[config.mk]
export PLATFORM = sky130hd
export DESIGN_NAME = pthf_framer
export DESIGN_NICKNAME = d
export VERILOG_FILES = /design/src/pthf_pkg.sv /design/src/pthf_rx_parser.sv /design/src/pthf_framer.sv
export SDC_FILE = /design/constraint.sdc
export NUM_CORES = 1
export LEC_CHECK = 0
export BUFFER_PORTS_ARGS = -buffer_cell sky130_fd_sc_hd__clkbuf_2
export CAP_MARGIN = 5
export CORE_UTILIZATION = 23
export CTS_CLUSTER_DIAMETER = 60
export DETAILED_ROUTE_END_ITERATION = 16
export PLACE_DENSITY = 0.44
export RECOVER_POWER = 25
export REMOVE_ABC_BUFFERS = 1
export SYNTH_ARGS = -nofsm -noshare
export SYNTH_HDL_FRONTEND = slang
export SYNTH_SLANG_ARGS = --single-unit
[constraint.sdc]
create_clock -name core_clk -period 2.4 [get_ports core_clk]
set_clock_uncertainty 0.05 [all_clocks]
set_input_delay 0.48 -clock core_clk [delete_from_list [all_inputs] [get_ports core_clk]]
set_output_delay 0.48 -clock core_clk [all_outputs]
set_load 0.02 [all_outputs]
[src/pthf_pkg.sv]
// Purpose: Constants for the task header framer.
// Assumes: 16-byte headers, high byte first.
// Notes: Register offsets are byte addresses.
package pthf_pkg;
   localparam int HDR_LEN = 16;
   localparam logic [7:0] SYS_ID_0 = 8'h53;
   localparam logic [7:0] SYS_ID_1 = 8'h35;
   localparam logic [7:0] HDR_LEN_B = 8'h10;
   localparam logic [7:0] OP_IDENT = 8'h01;
   localparam logic [7:0] OP_LEN = 8'h03;
   localparam logic [7:0] OP_WRITE_REQ = 8'h03;
   localparam logic [7:0] OP_WRITE_ACK = 8'h04;
   localparam logic [7:0] OP_READ_REQ = 8'h05;
   localparam logic [7:0] OP_READ_ACK = 8'h06;
   localparam logic [7:0] OP_TRANSP = 8'h07;
   localparam logic [7:0] ORG_BLK = 8'h03;
   localparam logic [7:0] ORG_BLK_LEN = 8'h08;
   localparam logic [7:0] UNUSED_BLK = 8'hff;
   localparam logic [7:0] UNUSED_LEN_REQ = 8'h02;
   localparam logic [7:0] ACK_BLK = 8'h0f;
   localparam logic [7:0] ACK_BLK_LEN = 8'h03;
   localparam logic [7:0] UNUSED_LEN_ACK = 8'h07;
   localparam logic [15:0] LEN_FORBIDDEN = 16'hffff;
   localparam logic [15:0] JOKER_LEN = 16'hffff;
   localparam logic [3:0] BLK_SIZE_WORDS = 4'h6;
   // Error reason codes
   localparam logic [3:0] ERR_NONE = 4'h0;
   localparam logic [3:0] ERR_NO_CONN = 4'ha;
   localparam logic [3:0] ERR_NO_TASK = 4'hf;
   // Indicator word bit positions
   localparam int IND_HS_OK = 0;
   localparam int IND_ACTIVE = 1;
   localparam int IND_DONE_OK = 2;
   localparam int IND_DONE_ERR = 3;
   localparam int IND_ERR_LSB = 8;
   // Register byte offsets
   localparam logic [7:0] REG_CTRL = 8'h00;
   localparam logic [7:0] REG_TXORG = 8'h04;
   localparam logic [7:0] REG_TXADDR = 8'h08;
   localparam logic [7:0] REG_STATUS = 8'h0c;
   localparam logic [7:0] REG_RXORG = 8'h10;
   localparam logic [7:0] REG_RXADDR = 8'h14;
   localparam logic [7:0] REG_XFER = 8'h18;
   localparam logic [7:0] REG_INDIC = 8'h1c;
   // Control register fields
   localparam int CTRL_GO = 0;
   localparam int CTRL_OP_LSB = 8;
   localparam int CTRL_ERRNO_LSB = 16;
   localparam int CTRL_CONNECTION_PRIORITY_LSB = 24;
   localparam int CTRL_MSG = 26;
   localparam int CTRL_CFG = 27;
   localparam int CTRL_CONN = 28;
   localparam int CTRL_BLK_LSB = 4;
   localparam logic [1:0] RESP_OKAY = 2'b00;
   localparam logic [1:0] RESP_DECERR = 2'b11;
endpackage : pthf_pkg

[src/pthf_rx_parser.sv]
// Purpose: Parses one incoming 16-byte header from the byte stream.
// Assumes: Bytes arrive high byte first on the same clock.
// Notes: Done pulses with byte 15 itself; fields are stable then.
`timescale 1ns/1ps
`default_nettype none
module pthf_rx_parser import pthf_pkg::*; (
   input wire logic core_clk,
   input wire logic rst,
   input wire logic byteValid,
   input wire logic [7:0] byteData,
   output logic hdrDone,
   output logic hdrBad,
   output logic [7:0] opcode,
   output logic [7:0] field8,
   output logic [7:0] field9,
   output logic [15:0] field10,
   output logic [15:0] field12
);
   logic [3:0] idx;
   logic bad;
   logic [7:0] expect_b;
   logic check;

   // Fixed byte expected at each of positions 0 to 4; later positions are not checked
   always_comb begin
      expect_b = 8'h00;
      check = 1'b1;
      unique case (idx)
         4'd0: expect_b = SYS_ID_0;
         4'd1: expect_b = SYS_ID_1;
         4'd2: expect_b = HDR_LEN_B;
         4'd3: expect_b = OP_IDENT;
         4'd4: expect_b = OP_LEN;
         default: check = 1'b0;
      endcase
   end

   // Done with the last byte, so the very next byte may be payload
   assign hdrDone = byteValid && idx == 4'd15;
   assign hdrBad = bad;

   // Byte position and field capture
   always_ff @(posedge core_clk) begin
      if (rst) begin
         idx <= 4'd0;
         bad <= 1'b0;
         opcode <= 8'h00;
         field8 <= 8'h00;
         field9 <= 8'h00;
         field10 <= 16'h0000;
         field12 <= 16'h0000;
      end else if (byteValid) begin
         idx <= idx + 4'd1;
         if (idx == 4'd0) bad <= (check && byteData != expect_b);
         else if (check && byteData != expect_b) bad <= 1'b1;
         unique case (idx)
            4'd5: opcode <= byteData;
            4'd8: field8 <= byteData;
            4'd9: field9 <= byteData;
            4'd10: field10[15:8] <= byteData;
            4'd11: field10[7:0] <= byteData;
            4'd12: field12[15:8] <= byteData;
            4'd13: field12[7:0] <= byteData;
            default: ;
         endcase
      end
   end
endmodule : pthf_rx_parser
`default_nettype wire

[src/pthf_framer.sv]
// Purpose: Task header framer with indicator word, reached over AXI4-Lite.
// Assumes: Single clock, synchronous reset, byte streams on the same clock.
// Notes: Builds request/ack/transparent headers and parses incoming ones.
//
// What this block does
// - Requests: S,5, length 16, ident 01/03, ORG 03/08, unused FF/02.
// - Opcode 03 write, 05 read request; receiver decodes it.
// - ORG block: id, block number, start, length; length never FFFF.
// - Acks: opcode 04/06, ack block 0F/03 with error, unused FF/07.
// - Transparent mode: 16-byte length header before user data.
// - Transparent header opcode 07; block number ignored.
// - Transparent length field delimits received payload.
// - Receive length -1 adopts incoming header length.
// - Joker length reports header length as transfer length.
// - Block size code 6: length counts words.
// - Indicator bit 0: message or receive initiation possible.
// - Bit 1 set on task start, cleared on completion.
// - Bit 2 set on error-free completion, cleared on restart.
// - Bit 3 set on completion with error, cleared on restart.
// - While bit 3 set, high byte holds error reason.
// - Error code in second byte bits 0-3; 0 is none.
// - Code F: task unconfigured; code A: no connection.
//
// The AXI4-Lite interface to the registers and the register addresses were left to the implementer.
`timescale 1ns/1ps
`default_nettype none
module pthf_framer import pthf_pkg::*; #(
   parameter int ADDR_W = 8
) (
   input wire logic core_clk,
   input wire logic rst,
   input wire logic [ADDR_W-1:0] s_axi_awaddr,
   input wire logic s_axi_awvalid,
   output logic s_axi_awready,
   input wire logic [31:0] s_axi_wdata,
   input wire logic [3:0] s_axi_wstrb,
   input wire logic s_axi_wvalid,
   output logic s_axi_wready,
   output logic [1:0] s_axi_bresp,
   output logic s_axi_bvalid,
   input wire logic s_axi_bready,
   input wire logic [ADDR_W-1:0] s_axi_araddr,
   input wire logic s_axi_arvalid,
   output logic s_axi_arready,
   output logic [31:0] s_axi_rdata,
   output logic [1:0] s_axi_rresp,
   output logic s_axi_rvalid,
   input wire logic s_axi_rready,
   output logic txValid,
   output logic [7:0] txData,
   output logic txLast,
   input wire logic txReady,
   input wire logic rxValid,
   input wire logic [7:0] rxData
);
   typedef enum logic [2:0] {
      PTHF_IDLE = 3'b001,
      PTHF_SEND = 3'b010,
      PTHF_WAIT = 3'b100
   } pthf_state_t;

   pthf_state_t state;
   logic [31:0] ctrl, txOrg, txAddr, rxLenParam;
   logic [15:0] indic, xferLen;
   logic [31:0] rxOrgReg, rxAddrReg;
   logic [3:0] txIdx;
   logic [7:0] next_txByte;
   logic awHeld, wHeld;
   logic [ADDR_W-1:0] awAddr;
   logic [31:0] wData;
   logic [3:0] wStrb;
   logic hdrDone, hdrBad;
   logic [7:0] rxOp, rxF8, rxF9;
   logic [15:0] rxF10, rxF12;
   logic [15:0] rxPayLeft;
   logic rxBusy;
   logic [7:0] opSel;
   logic isAck, ackOk, lenBad, goPulse;

   // Incoming header parser; bytes past a transparent or write request header go to payload counting
   pthf_rx_parser u_parser (
      .core_clk(core_clk),
      .rst(rst),
      .byteValid(rxValid && !rxBusy),
      .byteData(rxData),
      .hdrDone(hdrDone),
      .hdrBad(hdrBad),
      .opcode(rxOp),
      .field8(rxF8),
      .field9(rxF9),
      .field10(rxF10),
      .field12(rxF12)
   );

   assign opSel = ctrl[CTRL_OP_LSB +: 8];
   assign isAck = (opSel == OP_WRITE_ACK) || (opSel == OP_READ_ACK);
   assign ackOk = (ctrl[CTRL_ERRNO_LSB +: 8] == 8'h00);
   assign lenBad = (txAddr[15:0] == LEN_FORBIDDEN);
   assign goPulse = ctrl[CTRL_GO]; // Self-clearing go, seen once ctrl has landed

   // AXI write channel: take address and data in either order
   always_ff @(posedge core_clk) begin
      if (rst) begin
         awHeld <= 1'b0;
         wHeld <= 1'b0;
         awAddr <= '0;
         wData <= 32'h0;
         wStrb <= 4'h0;
         s_axi_bvalid <= 1'b0;
         s_axi_bresp <= RESP_OKAY;
      end else begin
         if (s_axi_awvalid && s_axi_awready) begin
            awHeld <= 1'b1;
            awAddr <= s_axi_awaddr;
         end
         if (s_axi_wvalid && s_axi_wready) begin
            wHeld <= 1'b1;
            wData <= s_axi_wdata;
            wStrb <= s_axi_wstrb;
         end
         if (awHeld && wHeld && !s_axi_bvalid) begin
            awHeld <= 1'b0;
            wHeld <= 1'b0;
            s_axi_bvalid <= 1'b1;
            s_axi_bresp <= (awAddr <= REG_RXADDR && awAddr[1:0] == 2'b00 &&
               awAddr != REG_STATUS && awAddr != REG_RXORG) ? RESP_OKAY : RESP_DECERR;
         end else if (s_axi_bvalid && s_axi_bready) begin
            s_axi_bvalid <= 1'b0;
         end
      end
   end

   // Ready only while nothing of that channel is held
   always_ff @(posedge core_clk) begin
      if (rst) begin
         s_axi_awready <= 1'b0;
         s_axi_wready <= 1'b0;
      end else begin
         s_axi_awready <= !awHeld && !(s_axi_awvalid && s_axi_awready) && !s_axi_bvalid;
         s_axi_wready <= !wHeld && !(s_axi_wvalid && s_axi_wready) && !s_axi_bvalid;
      end
   end

   // Software registers with byte enables
   always_ff @(posedge core_clk) begin
      if (rst) begin
         ctrl <= 32'h0;
         txOrg <= 32'h0;
         txAddr <= 32'h0;
         rxLenParam <= 32'h0;
      end else begin
         ctrl[CTRL_GO] <= 1'b0;
         if (awHeld && wHeld && !s_axi_bvalid) begin
            for (int b = 0; b < 4; b++) begin
               if (wStrb[b]) begin
                  unique case (awAddr)
                     REG_CTRL: ctrl[b*8 +: 8] <= wData[b*8 +: 8];
                     REG_TXORG: txOrg[b*8 +: 8] <= wData[b*8 +: 8];
                     REG_TXADDR: txAddr[b*8 +: 8] <= wData[b*8 +: 8];
                     REG_RXADDR: rxLenParam[b*8 +: 8] <= wData[b*8 +: 8];
                     default: ;
                  endcase
               end
            end
         end
      end
   end

   // AXI read channel
   always_ff @(posedge core_clk) begin
      if (rst) begin
         s_axi_arready <= 1'b0;
         s_axi_rvalid <= 1'b0;
         s_axi_rdata <= 32'h0;
         s_axi_rresp <= RESP_OKAY;
      end else begin
         s_axi_arready <= !s_axi_rvalid && !(s_axi_arvalid && s_axi_arready);
         if (s_axi_arvalid && s_axi_arready) begin
            s_axi_rvalid <= 1'b1;
            s_axi_rresp <= RESP_OKAY;
            unique case (s_axi_araddr)
               REG_CTRL: s_axi_rdata <= ctrl;
               REG_TXORG: s_axi_rdata <= txOrg;
               REG_TXADDR: s_axi_rdata <= txAddr;
               REG_STATUS: s_axi_rdata <= {29'h0, hdrBad, lenBad, state != PTHF_IDLE};
               REG_RXORG: s_axi_rdata <= rxOrgReg;
               REG_RXADDR: s_axi_rdata <= rxAddrReg;
               REG_XFER: s_axi_rdata <= {16'h0, xferLen};
               REG_INDIC: s_axi_rdata <= {16'h0, indic};
               default: begin
                  s_axi_rdata <= 32'h0;
                  s_axi_rresp <= RESP_DECERR;
               end
            endcase
         end else if (s_axi_rvalid && s_axi_rready) begin
            s_axi_rvalid <= 1'b0;
         end
      end
   end

   // Header byte generator by position
   always_comb begin
      next_txByte = 8'h00;
      unique case (txIdx)
         4'd0: next_txByte = SYS_ID_0;
         4'd1: next_txByte = SYS_ID_1;
         4'd2: next_txByte = HDR_LEN_B;
         4'd3: next_txByte = OP_IDENT;
         4'd4: next_txByte = OP_LEN;
         4'd5: next_txByte = opSel;
         4'd6: next_txByte = isAck ? ACK_BLK : ORG_BLK;
         4'd7: next_txByte = isAck ? ACK_BLK_LEN : ORG_BLK_LEN;
         4'd8: next_txByte = isAck ? ctrl[CTRL_ERRNO_LSB +: 8] : txOrg[7:0];
         4'd9: next_txByte = isAck ? UNUSED_BLK : txOrg[15:8];
         4'd10: next_txByte = isAck ? UNUSED_LEN_ACK : txAddr[31:24];
         4'd11: next_txByte = isAck ? 8'h00 : txAddr[23:16];
         4'd12: next_txByte = isAck ? 8'h00 : txAddr[15:8];
         4'd13: next_txByte = isAck ? 8'h00 : txAddr[7:0];
         4'd14: next_txByte = isAck ? 8'h00 : UNUSED_BLK;
         4'd15: next_txByte = isAck ? 8'h00 : UNUSED_LEN_REQ;
         default: ;
      endcase
   end

   // Transmit sequencer; payload after read ack only when error is zero
   always_ff @(posedge core_clk) begin
      if (rst) begin
         state <= PTHF_IDLE;
         txIdx <= 4'd0;
         txValid <= 1'b0;
         txData <= 8'h00;
         txLast <= 1'b0;
      end else begin
         unique case (state)
            PTHF_IDLE: if (goPulse && !indic[IND_ACTIVE] && !(lenBad && !isAck)) begin
               state <= PTHF_SEND;
               txIdx <= 4'd0;
            end
            PTHF_SEND: begin
               if (!txValid || txReady) begin
                  txValid <= 1'b1;
                  txData <= next_txByte;
                  txLast <= (txIdx == 4'd15) && !(isAck && ackOk && opSel == OP_READ_ACK);
                  txIdx <= txIdx + 4'd1;
                  if (txIdx == 4'd15) state <= PTHF_WAIT;
               end
            end
            PTHF_WAIT: if (txReady) begin
               txValid <= 1'b0;
               txLast <= 1'b0;
               state <= PTHF_IDLE;
            end
            default: state <= PTHF_IDLE;
         endcase
      end
   end

   // Receive result capture and payload delimiting
   always_ff @(posedge core_clk) begin
      if (rst) begin
         rxOrgReg <= 32'h0;
         rxAddrReg <= 32'h0;
         rxBusy <= 1'b0;
         rxPayLeft <= 16'h0;
         xferLen <= 16'h0;
      end else begin
         if (hdrDone && !hdrBad) begin
            rxOrgReg <= {8'h00, (rxOp == OP_TRANSP) ? 8'h00 : rxF9, rxF8, rxOp};
            rxAddrReg <= {rxF10, rxF12};
            if (rxOp == OP_TRANSP || rxOp == OP_WRITE_REQ) begin
               rxPayLeft <= (ctrl[CTRL_BLK_LSB +: 4] == BLK_SIZE_WORDS) ?
                  {rxF12[14:0], 1'b0} : rxF12;
               rxBusy <= (rxF12 != 16'h0);
               xferLen <= (rxLenParam[15:0] == JOKER_LEN) ? rxF12 : rxLenParam[15:0];
            end
         end else if (rxBusy && rxValid) begin
            rxPayLeft <= rxPayLeft - 16'd1;
            if (rxPayLeft == 16'd1) rxBusy <= 1'b0;
         end
      end
   end

   // Indicator word status nibble and error code
   always_ff @(posedge core_clk) begin
      if (rst) begin
         indic <= 16'h0;
      end else begin
         indic[IND_HS_OK] <= (ctrl[CTRL_CONNECTION_PRIORITY_LSB +: 2] == 2'd1) ? ctrl[CTRL_MSG] :
            (ctrl[CTRL_CONNECTION_PRIORITY_LSB +: 2] != 2'd0) && ctrl[CTRL_CONN];
         if (goPulse && !indic[IND_ACTIVE] && !(lenBad && !isAck)) begin
            if (!ctrl[CTRL_CFG] || !ctrl[CTRL_CONN]) begin
               indic[IND_DONE_ERR] <= 1'b1;
               indic[IND_DONE_OK] <= 1'b0;
               indic[IND_ERR_LSB +: 4] <= !ctrl[CTRL_CFG] ? ERR_NO_TASK : ERR_NO_CONN;
            end else begin
               indic[IND_ACTIVE] <= 1'b1;
               indic[IND_DONE_OK] <= 1'b0;
               indic[IND_DONE_ERR] <= 1'b0;
               indic[IND_ERR_LSB +: 4] <= ERR_NONE;
            end
         end else if (indic[IND_ACTIVE] && hdrDone && !hdrBad &&
               (rxOp == OP_WRITE_ACK || rxOp == OP_READ_ACK)) begin
            indic[IND_ACTIVE] <= 1'b0;
            indic[IND_DONE_OK] <= (rxF8 == 8'h00);
            indic[IND_DONE_ERR] <= (rxF8 != 8'h00);
            indic[IND_ERR_LSB +: 4] <= rxF8[3:0];
         end
      end
   end
endmodule : pthf_framer
`default_nettype wire

Word-level counts from Yosys, hierarchy flattened

Cells that the tools add are included.

Flip-flop bits (word level): 374
Bits of input ports: 69
Word-level logic and storage cells: 275

Multiplexer cells: 54
Order comparisons: 1
Reduce and logical (&&, ||, !) cells: 103
Eq/ne operators: 61
Bitwise logic cells: 3
Add/sub/neg operators: 3

Operators with widths:

| cell                                                 | count |
|---|---|
| case mux 32 bit (8 select lines)                     | 1 |
| case mux 8 bit (16 select lines)                     | 1 |
| two-way mux 16 bit                                   | 5 |
| two-way mux 8 bit                                    | 8 |
| equality test 4 bit, second input constant           | 15 |
| equality test 8 x 3 -> 1 bit, second input constant  | 7 |
| AND reduction 3 bit                                  | 17 |
| equality test 8 x 5 -> 1 bit, second input constant  | 5 |
| case mux 7 bit (5 select lines)                      | 1 |
| equality test 16 bit, second input constant          | 2 |
| zero test 8 bit                                      | 4 |
| logical AND 1 bit                                    | 30 |
| equality test 4 x 3 -> 1 bit, second input constant  | 7 |
| two-way mux 4 bit                                    | 7 |
| equality test 8 x 4 -> 1 bit, second input constant  | 3 |
| AND reduction 2 bit                                  | 12 |
| two-way mux 3 bit                                    | 7 |
| nonzero test 2 bit                                   | 9 |
| equality test 16 x 1 -> 1 bit, second input constant | 1 |
| equality test 4 x 2 -> 1 bit, second input constant  | 4 |
| zero test 1 bit                                      | 16 |
| two-way mux 1 bit                                    | 16 |
| nonzero test 16 bit                                  | 1 |
| subtractor 16 x 1 -> 16 bit, second input constant   | 1 |
| other kinds (28)                                     | 45 |

Depth between registers and ports, before layout

Depth in word-level cells: 8
Gate-level depth with buffers: 9
Mapped depth without buffers: 7

Hierarchy

Synthesis repeated with hierarchy kept, for this count alone.

Cells, all modules: 1977
Area total of the unflattened synthesis: 16315.6 µm²

Modules (own cells, without submodules):

| module         | seq. area each (µm²) | area each (µm²) | times used | cells an instance |
|---|---|---|---|---|
| pthf_framer    | 6226.0               | 13884.6         | 1          | 1664 |
| pthf_rx_parser | 1221.2               | 2431.1          | 1          | 313 |

Least setup slack after synthesis

No wires, ideal clock.

Path type: input port to flip-flop
Start point: input s_axi_araddr[4]
End point: register s_axi_rdata[3]
Path buffers: 2
Cell stages on the path: 7
Setup time: 60 ps
Setup slack: 507 ps
Arrival time: 1783 ps
Data required time: 2290 ps
Cell sequence: buf_4 or4_4 nor2_4 buf_4 a22oi_1 nand3_1 a22o_1

Cells in the longest elaborated chain, start to end: 2

RTL lines:

| element                                              | RTL line           | text |
|---|---|---|
| start: declaration                                   | pthf_framer.sv:42  | `input wire logic [ADDR_W-1:0] s_axi_araddr,` |
| equality test 8 x 5 -> 1 bit (tied with other cells) | pthf_framer.sv:181 | `unique case (s_axi_araddr)` |
| case mux 32 bit (8 select lines) (*)                 | pthf_framer.sv:181 |  |
| end signal: assignment                               | pthf_framer.sv:182 | `REG_CTRL: s_axi_rdata <= ctrl;` |
| end signal: assignment                               | pthf_framer.sv:183 | `REG_TXORG: s_axi_rdata <= txOrg;` |
| end signal: assignment                               | pthf_framer.sv:184 | `REG_TXADDR: s_axi_rdata <= txAddr;` |
| end: declaration                                     | pthf_framer.sv:45  | `output logic [31:0] s_axi_rdata,` |

Mark *: on every way between the ends. The rest lies on a longest branch, timed or not.
A chain may end at the register's enable or synchronous reset.

Worst setup path in the final report

Start point: input rst
End point: register txOrg[15]

RTL lines:

| element                        | RTL line           | text |
|---|---|---|
| start: declaration             | pthf_framer.sv:31  | `input wire logic rst,` |
| end signal: indexed assignment | pthf_framer.sv:158 | `REG_TXORG: txOrg[b*8 +: 8] <= wData[b*8 +: 8];` |
| end: declaration               | pthf_framer.sv:63  | `logic [31:0] ctrl, txOrg, txAddr, rxLenParam;` |

No word-level cell between the ends.

==> impl.org <==
** Yosys
- A synthesized cell averages 8.51 um2.
- Ranked by total cell area, the synthesized netlist is headed by sky130_fd_sc_hd__dfxtp_1, sky130_fd_sc_hd__nand2_1, sky130_fd_sc_hd__mux2i_1.
- After synthesis, the largest area contributor takes up 45.3% of total cell area.
- The largest total area in the synthesized netlist belongs to sky130_fd_sc_hd__dfxtp_1.
- The number of different library cells used by synthesis comes to 90.
- After synthesis, the share of flip-flops with an asynchronous set or reset is 0%.
- Number of enable-type register cells in the synthesized netlist :: 0
- After synthesis, flip-flops and latches occupy 45.3% of the total area.
- The Yosys step of the flow raised 0 warnings.
- The synthesized netlist occupies a cell area of 16500 um2.
- Predominant post-synthesis flop cell :: sky130_fd_sc_hd__dfxtp_1
- Synthesis-stage register bit count :: approximately 370
- Synthesized netlist cell count :: 1934

** Clock tree
- The H-tree was split into 2 levels.
- TritonCTS built the clock tree.
- The number of hold buffers added after CTS was 0.
- After clock tree synthesis, the clock-pin slew on the worst setup and hold paths is 0.06 ns.
- Number of gates resized after CTS :: 0
- TritonCTS Sinks :: between 300 and 400
- Post-CTS timing repair inserted 0 buffers for setup.
- The longest clock path from root to sink contains 3 buffers.
- At the later pin of the worst-skew pair, clock insertion delay measures 0.59 ns.
- Cell chosen for the clock root :: sky130_fd_sc_hd__clkbuf_16
- Total CTS buffers :: 46

** Setup path
- STA puts the critical path data required time at 2.80 ns.
- Data arrival time of the critical path :: about 2.6 ns
- Path length in cells of the critical path :: 4
- On the critical path, the stage with the largest delay is an instance of sky130_fd_sc_hd__buf_2.
- STA classifies the critical path startpoint as an input pin.
- The critical path in this run is classified as in -> reg.
- Along the worst path, the maximum fanout reaches 46.
- The number of buffers and inverters on the critical path is 3.
- Count of cells along the worst register-to-register path :: 6
- The worst setup path is captured at a flop.
- Grouping stages by cell kind, the critical path spends the most delay in buffers and inverters.
- The signal on the critical path passes through clkbuf_2 -> buf_2 -> buf_6 -> nor2_1.
- On the worst path, the slowest cell contributes a delay of 1.00 ns.

** Worst hold path
- Counting instances, the worst hold path has a depth of 3.
- Hold/Removal Path Class :: in -> reg

** Placement
- HPWL after detailed placement :: 45.8 mm
- Routability-driven placement finished with a final weighted congestion of 0.904.
- Cell Count Post-Placement :: just under 3000
- Number of buffers added on ports :: 119

** Drt
- Routed vias/inst :: 4.98
- After detailed routing, the number of remaining DRC violations is 0.
- The routed layout has 15086 vias.
- Antenna violation net count after detailed routing :: 0
- For this block, the routed nets add up to 62.9 mm of wire.
- DR WL/cell :: 20.8 um
- Before antenna repair, the detailed router went through 7 iterations.
- The first routing iteration left 1373 violations.

** Power
- Power comes to 14100 uW.
- Summed over all cells, the static leakage comes to 0.00739 uW.
- For this design the ratio of total power to cell area is about 700 nW/um2.
- Across the VDD grid, the largest voltage drop is 408 uV.

** Timing
- Max-slew headroom :: 9.47%
- After routing, the total negative slack on setup checks comes to 0 ns.
- Fin. max-slew vios :: 0
- Time the worst path needs with I/O delays and setup :: 2.24 ns
- At the pin with the least slew margin, the transition time is 1.36 ns.
- Final number of hold-violating endpoints :: 0
- Setup repair after global routing left no endpoint under its margin.
- The final critical path takes up 93.3% of the cycle.
- Peak clock frequency supported by timing :: about 450 MHz
- Final-report setup violation count :: 0

** Global route
- Via count of the first global-routing pass :: roughly 15000
- Largest net degree at the start of global routing :: 64
- In the global route stage, met3 resource usage came out at 2.83%.
- Global routing finished with a remaining overflow of 0.
- Global routing consumed, on the met1 layer, between 20 and 25% of the routing resources.
- GRT Total Usage :: 17.0%
- In this run the most used layer during global routing was met2.
- Global routing consumed, on the met2 layer, 28.2% of the routing resources.
- First-pass GRT wire length :: about 95 mm
- The initial antenna violation count is 1.

** Floorplan
- From bottom edge to top edge, the die measures 269 um.
- Area enclosed by the die boundary :: approximately 73000 um2
- 120 I/O pins were placed.
- Horizontal extent of the die :: 269 um
- Effective utilization at floorplan :: 23.4%
- The region available for standard cell placement spans roughly 70000 um2.
- The initialized floorplan defines 97 standard-cell rows.

** Finish
- The library cell used most frequently in the layout, excluding fill and tap cells, is sky130_fd_sc_hd__dfxtp_1.
- Number of nets in the layout :: 2131
- P&R area growth vs syn :: 21.6%
- For this run, the share of the core covered by cells in the final layout is 28.4%.
- Fraction of layout cells with a size suffix above 1 :: about 16%
- For this run, the number of standard cells in the final layout without fillers is 3030.
- Top library cells by usage in the layout, fill and taps aside :: sky130_fd_sc_hd__dfxtp_1, sky130_fd_sc_hd__nand2_1, sky130_fd_sc_hd__a21oi_1
- Counting the fill cells in the layout gives 7619.
- The number of antenna diodes in the final layout is 0.

** Flow run
- Max-cap violations in this run came to 0.

** Outcome
- The flow ran to the end, and the final reports show no timing, DRC or antenna violations.
[worst register-to-register path, cell delays in order, from the launching register on]
cell	delay (ns)
sky130_fd_sc_hd__dfxtp_1	0.49
sky130_fd_sc_hd__nand4_1	0.12
sky130_fd_sc_hd__or4_1	0.67
sky130_fd_sc_hd__o21ai_2	0.22
sky130_fd_sc_hd__buf_4	0.16
sky130_fd_sc_hd__o21ai_0	0.10
sky130_fd_sc_hd__a221oi_1	0.30
[cells by family (layout without fill, tap and decap cells)]
family	Yosys count	after routing	share of synthesized area [%]
buffers and inverters	154	310	4.20
AOI/OAI and AO/OA	515	515	20.1
muxes	135	135	8.33
adders and majority gates	10	10	0.760
and+or+nand+nor	741	741	21.0
xor gates and xnor gates	7	7	0.373
DFF	372	372	45.3
[final cells by class]
cell class | instances | area (um2) | area share, %
Inverter | 16 | 60.1 | 0.300
Clock buffer | 64 | 1310 | 6.54
Sequential cell | 372 | 7450 | 37.2
Multi-Input combinational cell | 1408 | 8350 | 41.7
Tap cell | 940 | 1180 | 5.88
Timing Repair Buffer | 208 | 1400 | 6.97
Clock inverter | 22 | 275 | 1.38
[metal layers]
metal | share of wire (%) | routed length, um
met5 | 0.021 | 13
met4 | 3.1 | 1930
met3 | 5.3 | 3310
met2 | 47 | 29600
met1 | 45 | 28000
[path summary, 6_finish.rpt]
kind,to,startpoint,slack (ns)
setup / recovery,txOrg[15],rst,0.16
setup reg to reg,txIdx[0],txAddr[2],0.19
hold / removal,wData[22],s_axi_wdata[22],0.05
hold reg to reg,s_axi_arready,s_axi_rvalid,0.39
[registers in the layout, indices dropped and copies added, names as in the netlist, 8 cells and up]
name              count
ctrl                 32
rxAddrReg            32
s_axi_rdata          32
txAddr               32
txOrg                32
wData                32
rxOrgReg             24
rxLenParam           16
rxPayLeft            16
u_parser.field10     16
u_parser.field12     16
xferLen              16
awAddr                8
indic                 8
txData                8
u_parser.field8       8
u_parser.field9       8
u_parser.opcode       8
[power breakdown]
part / internal [uW] / leakage, uW / switching [uW]
clock: 4380 / 0.000782 / 2860
sequential: 6230 / 0.00300 / 80.0
combinational: 172 / 0.00361 / 396
total: 10800 / 0.00739 / 3340
[synthesized netlist by cell type (all sizes together) (5+ instances only)]
library cell	instances
a211oi	20
a21oi	213
a221oi	15
a222oi	12
a22o	32
a22oi	59
a31oi	13
a32o	5
and2	7
and3	7
buf	45
clkbuf	93
dfxtp	372
ha	10
inv	16
mux2	6
mux2i	128
nand2	363
nand2b	9
nand3	64
nand4	24
nor2	180
nor2b	10
nor3	26
nor4	19
o21a	9
o21ai	86
o2bb2ai	7
or4	5
[through the flow]
stage	cell area [um2]	hold slack, ns	setup WS [ns]
4_1_cts	20100	0.0263	0.198
3_3_place_gp	18500	0.379	0.208
6_report	20000	0.0536	0.160
5_1_grt	20000	0.0341	0.0160
2_1_floorplan	15800	0.362	-2.36
3_5_place_dp	18500	0.385	0.193
(Power assumes the default switching activity.)
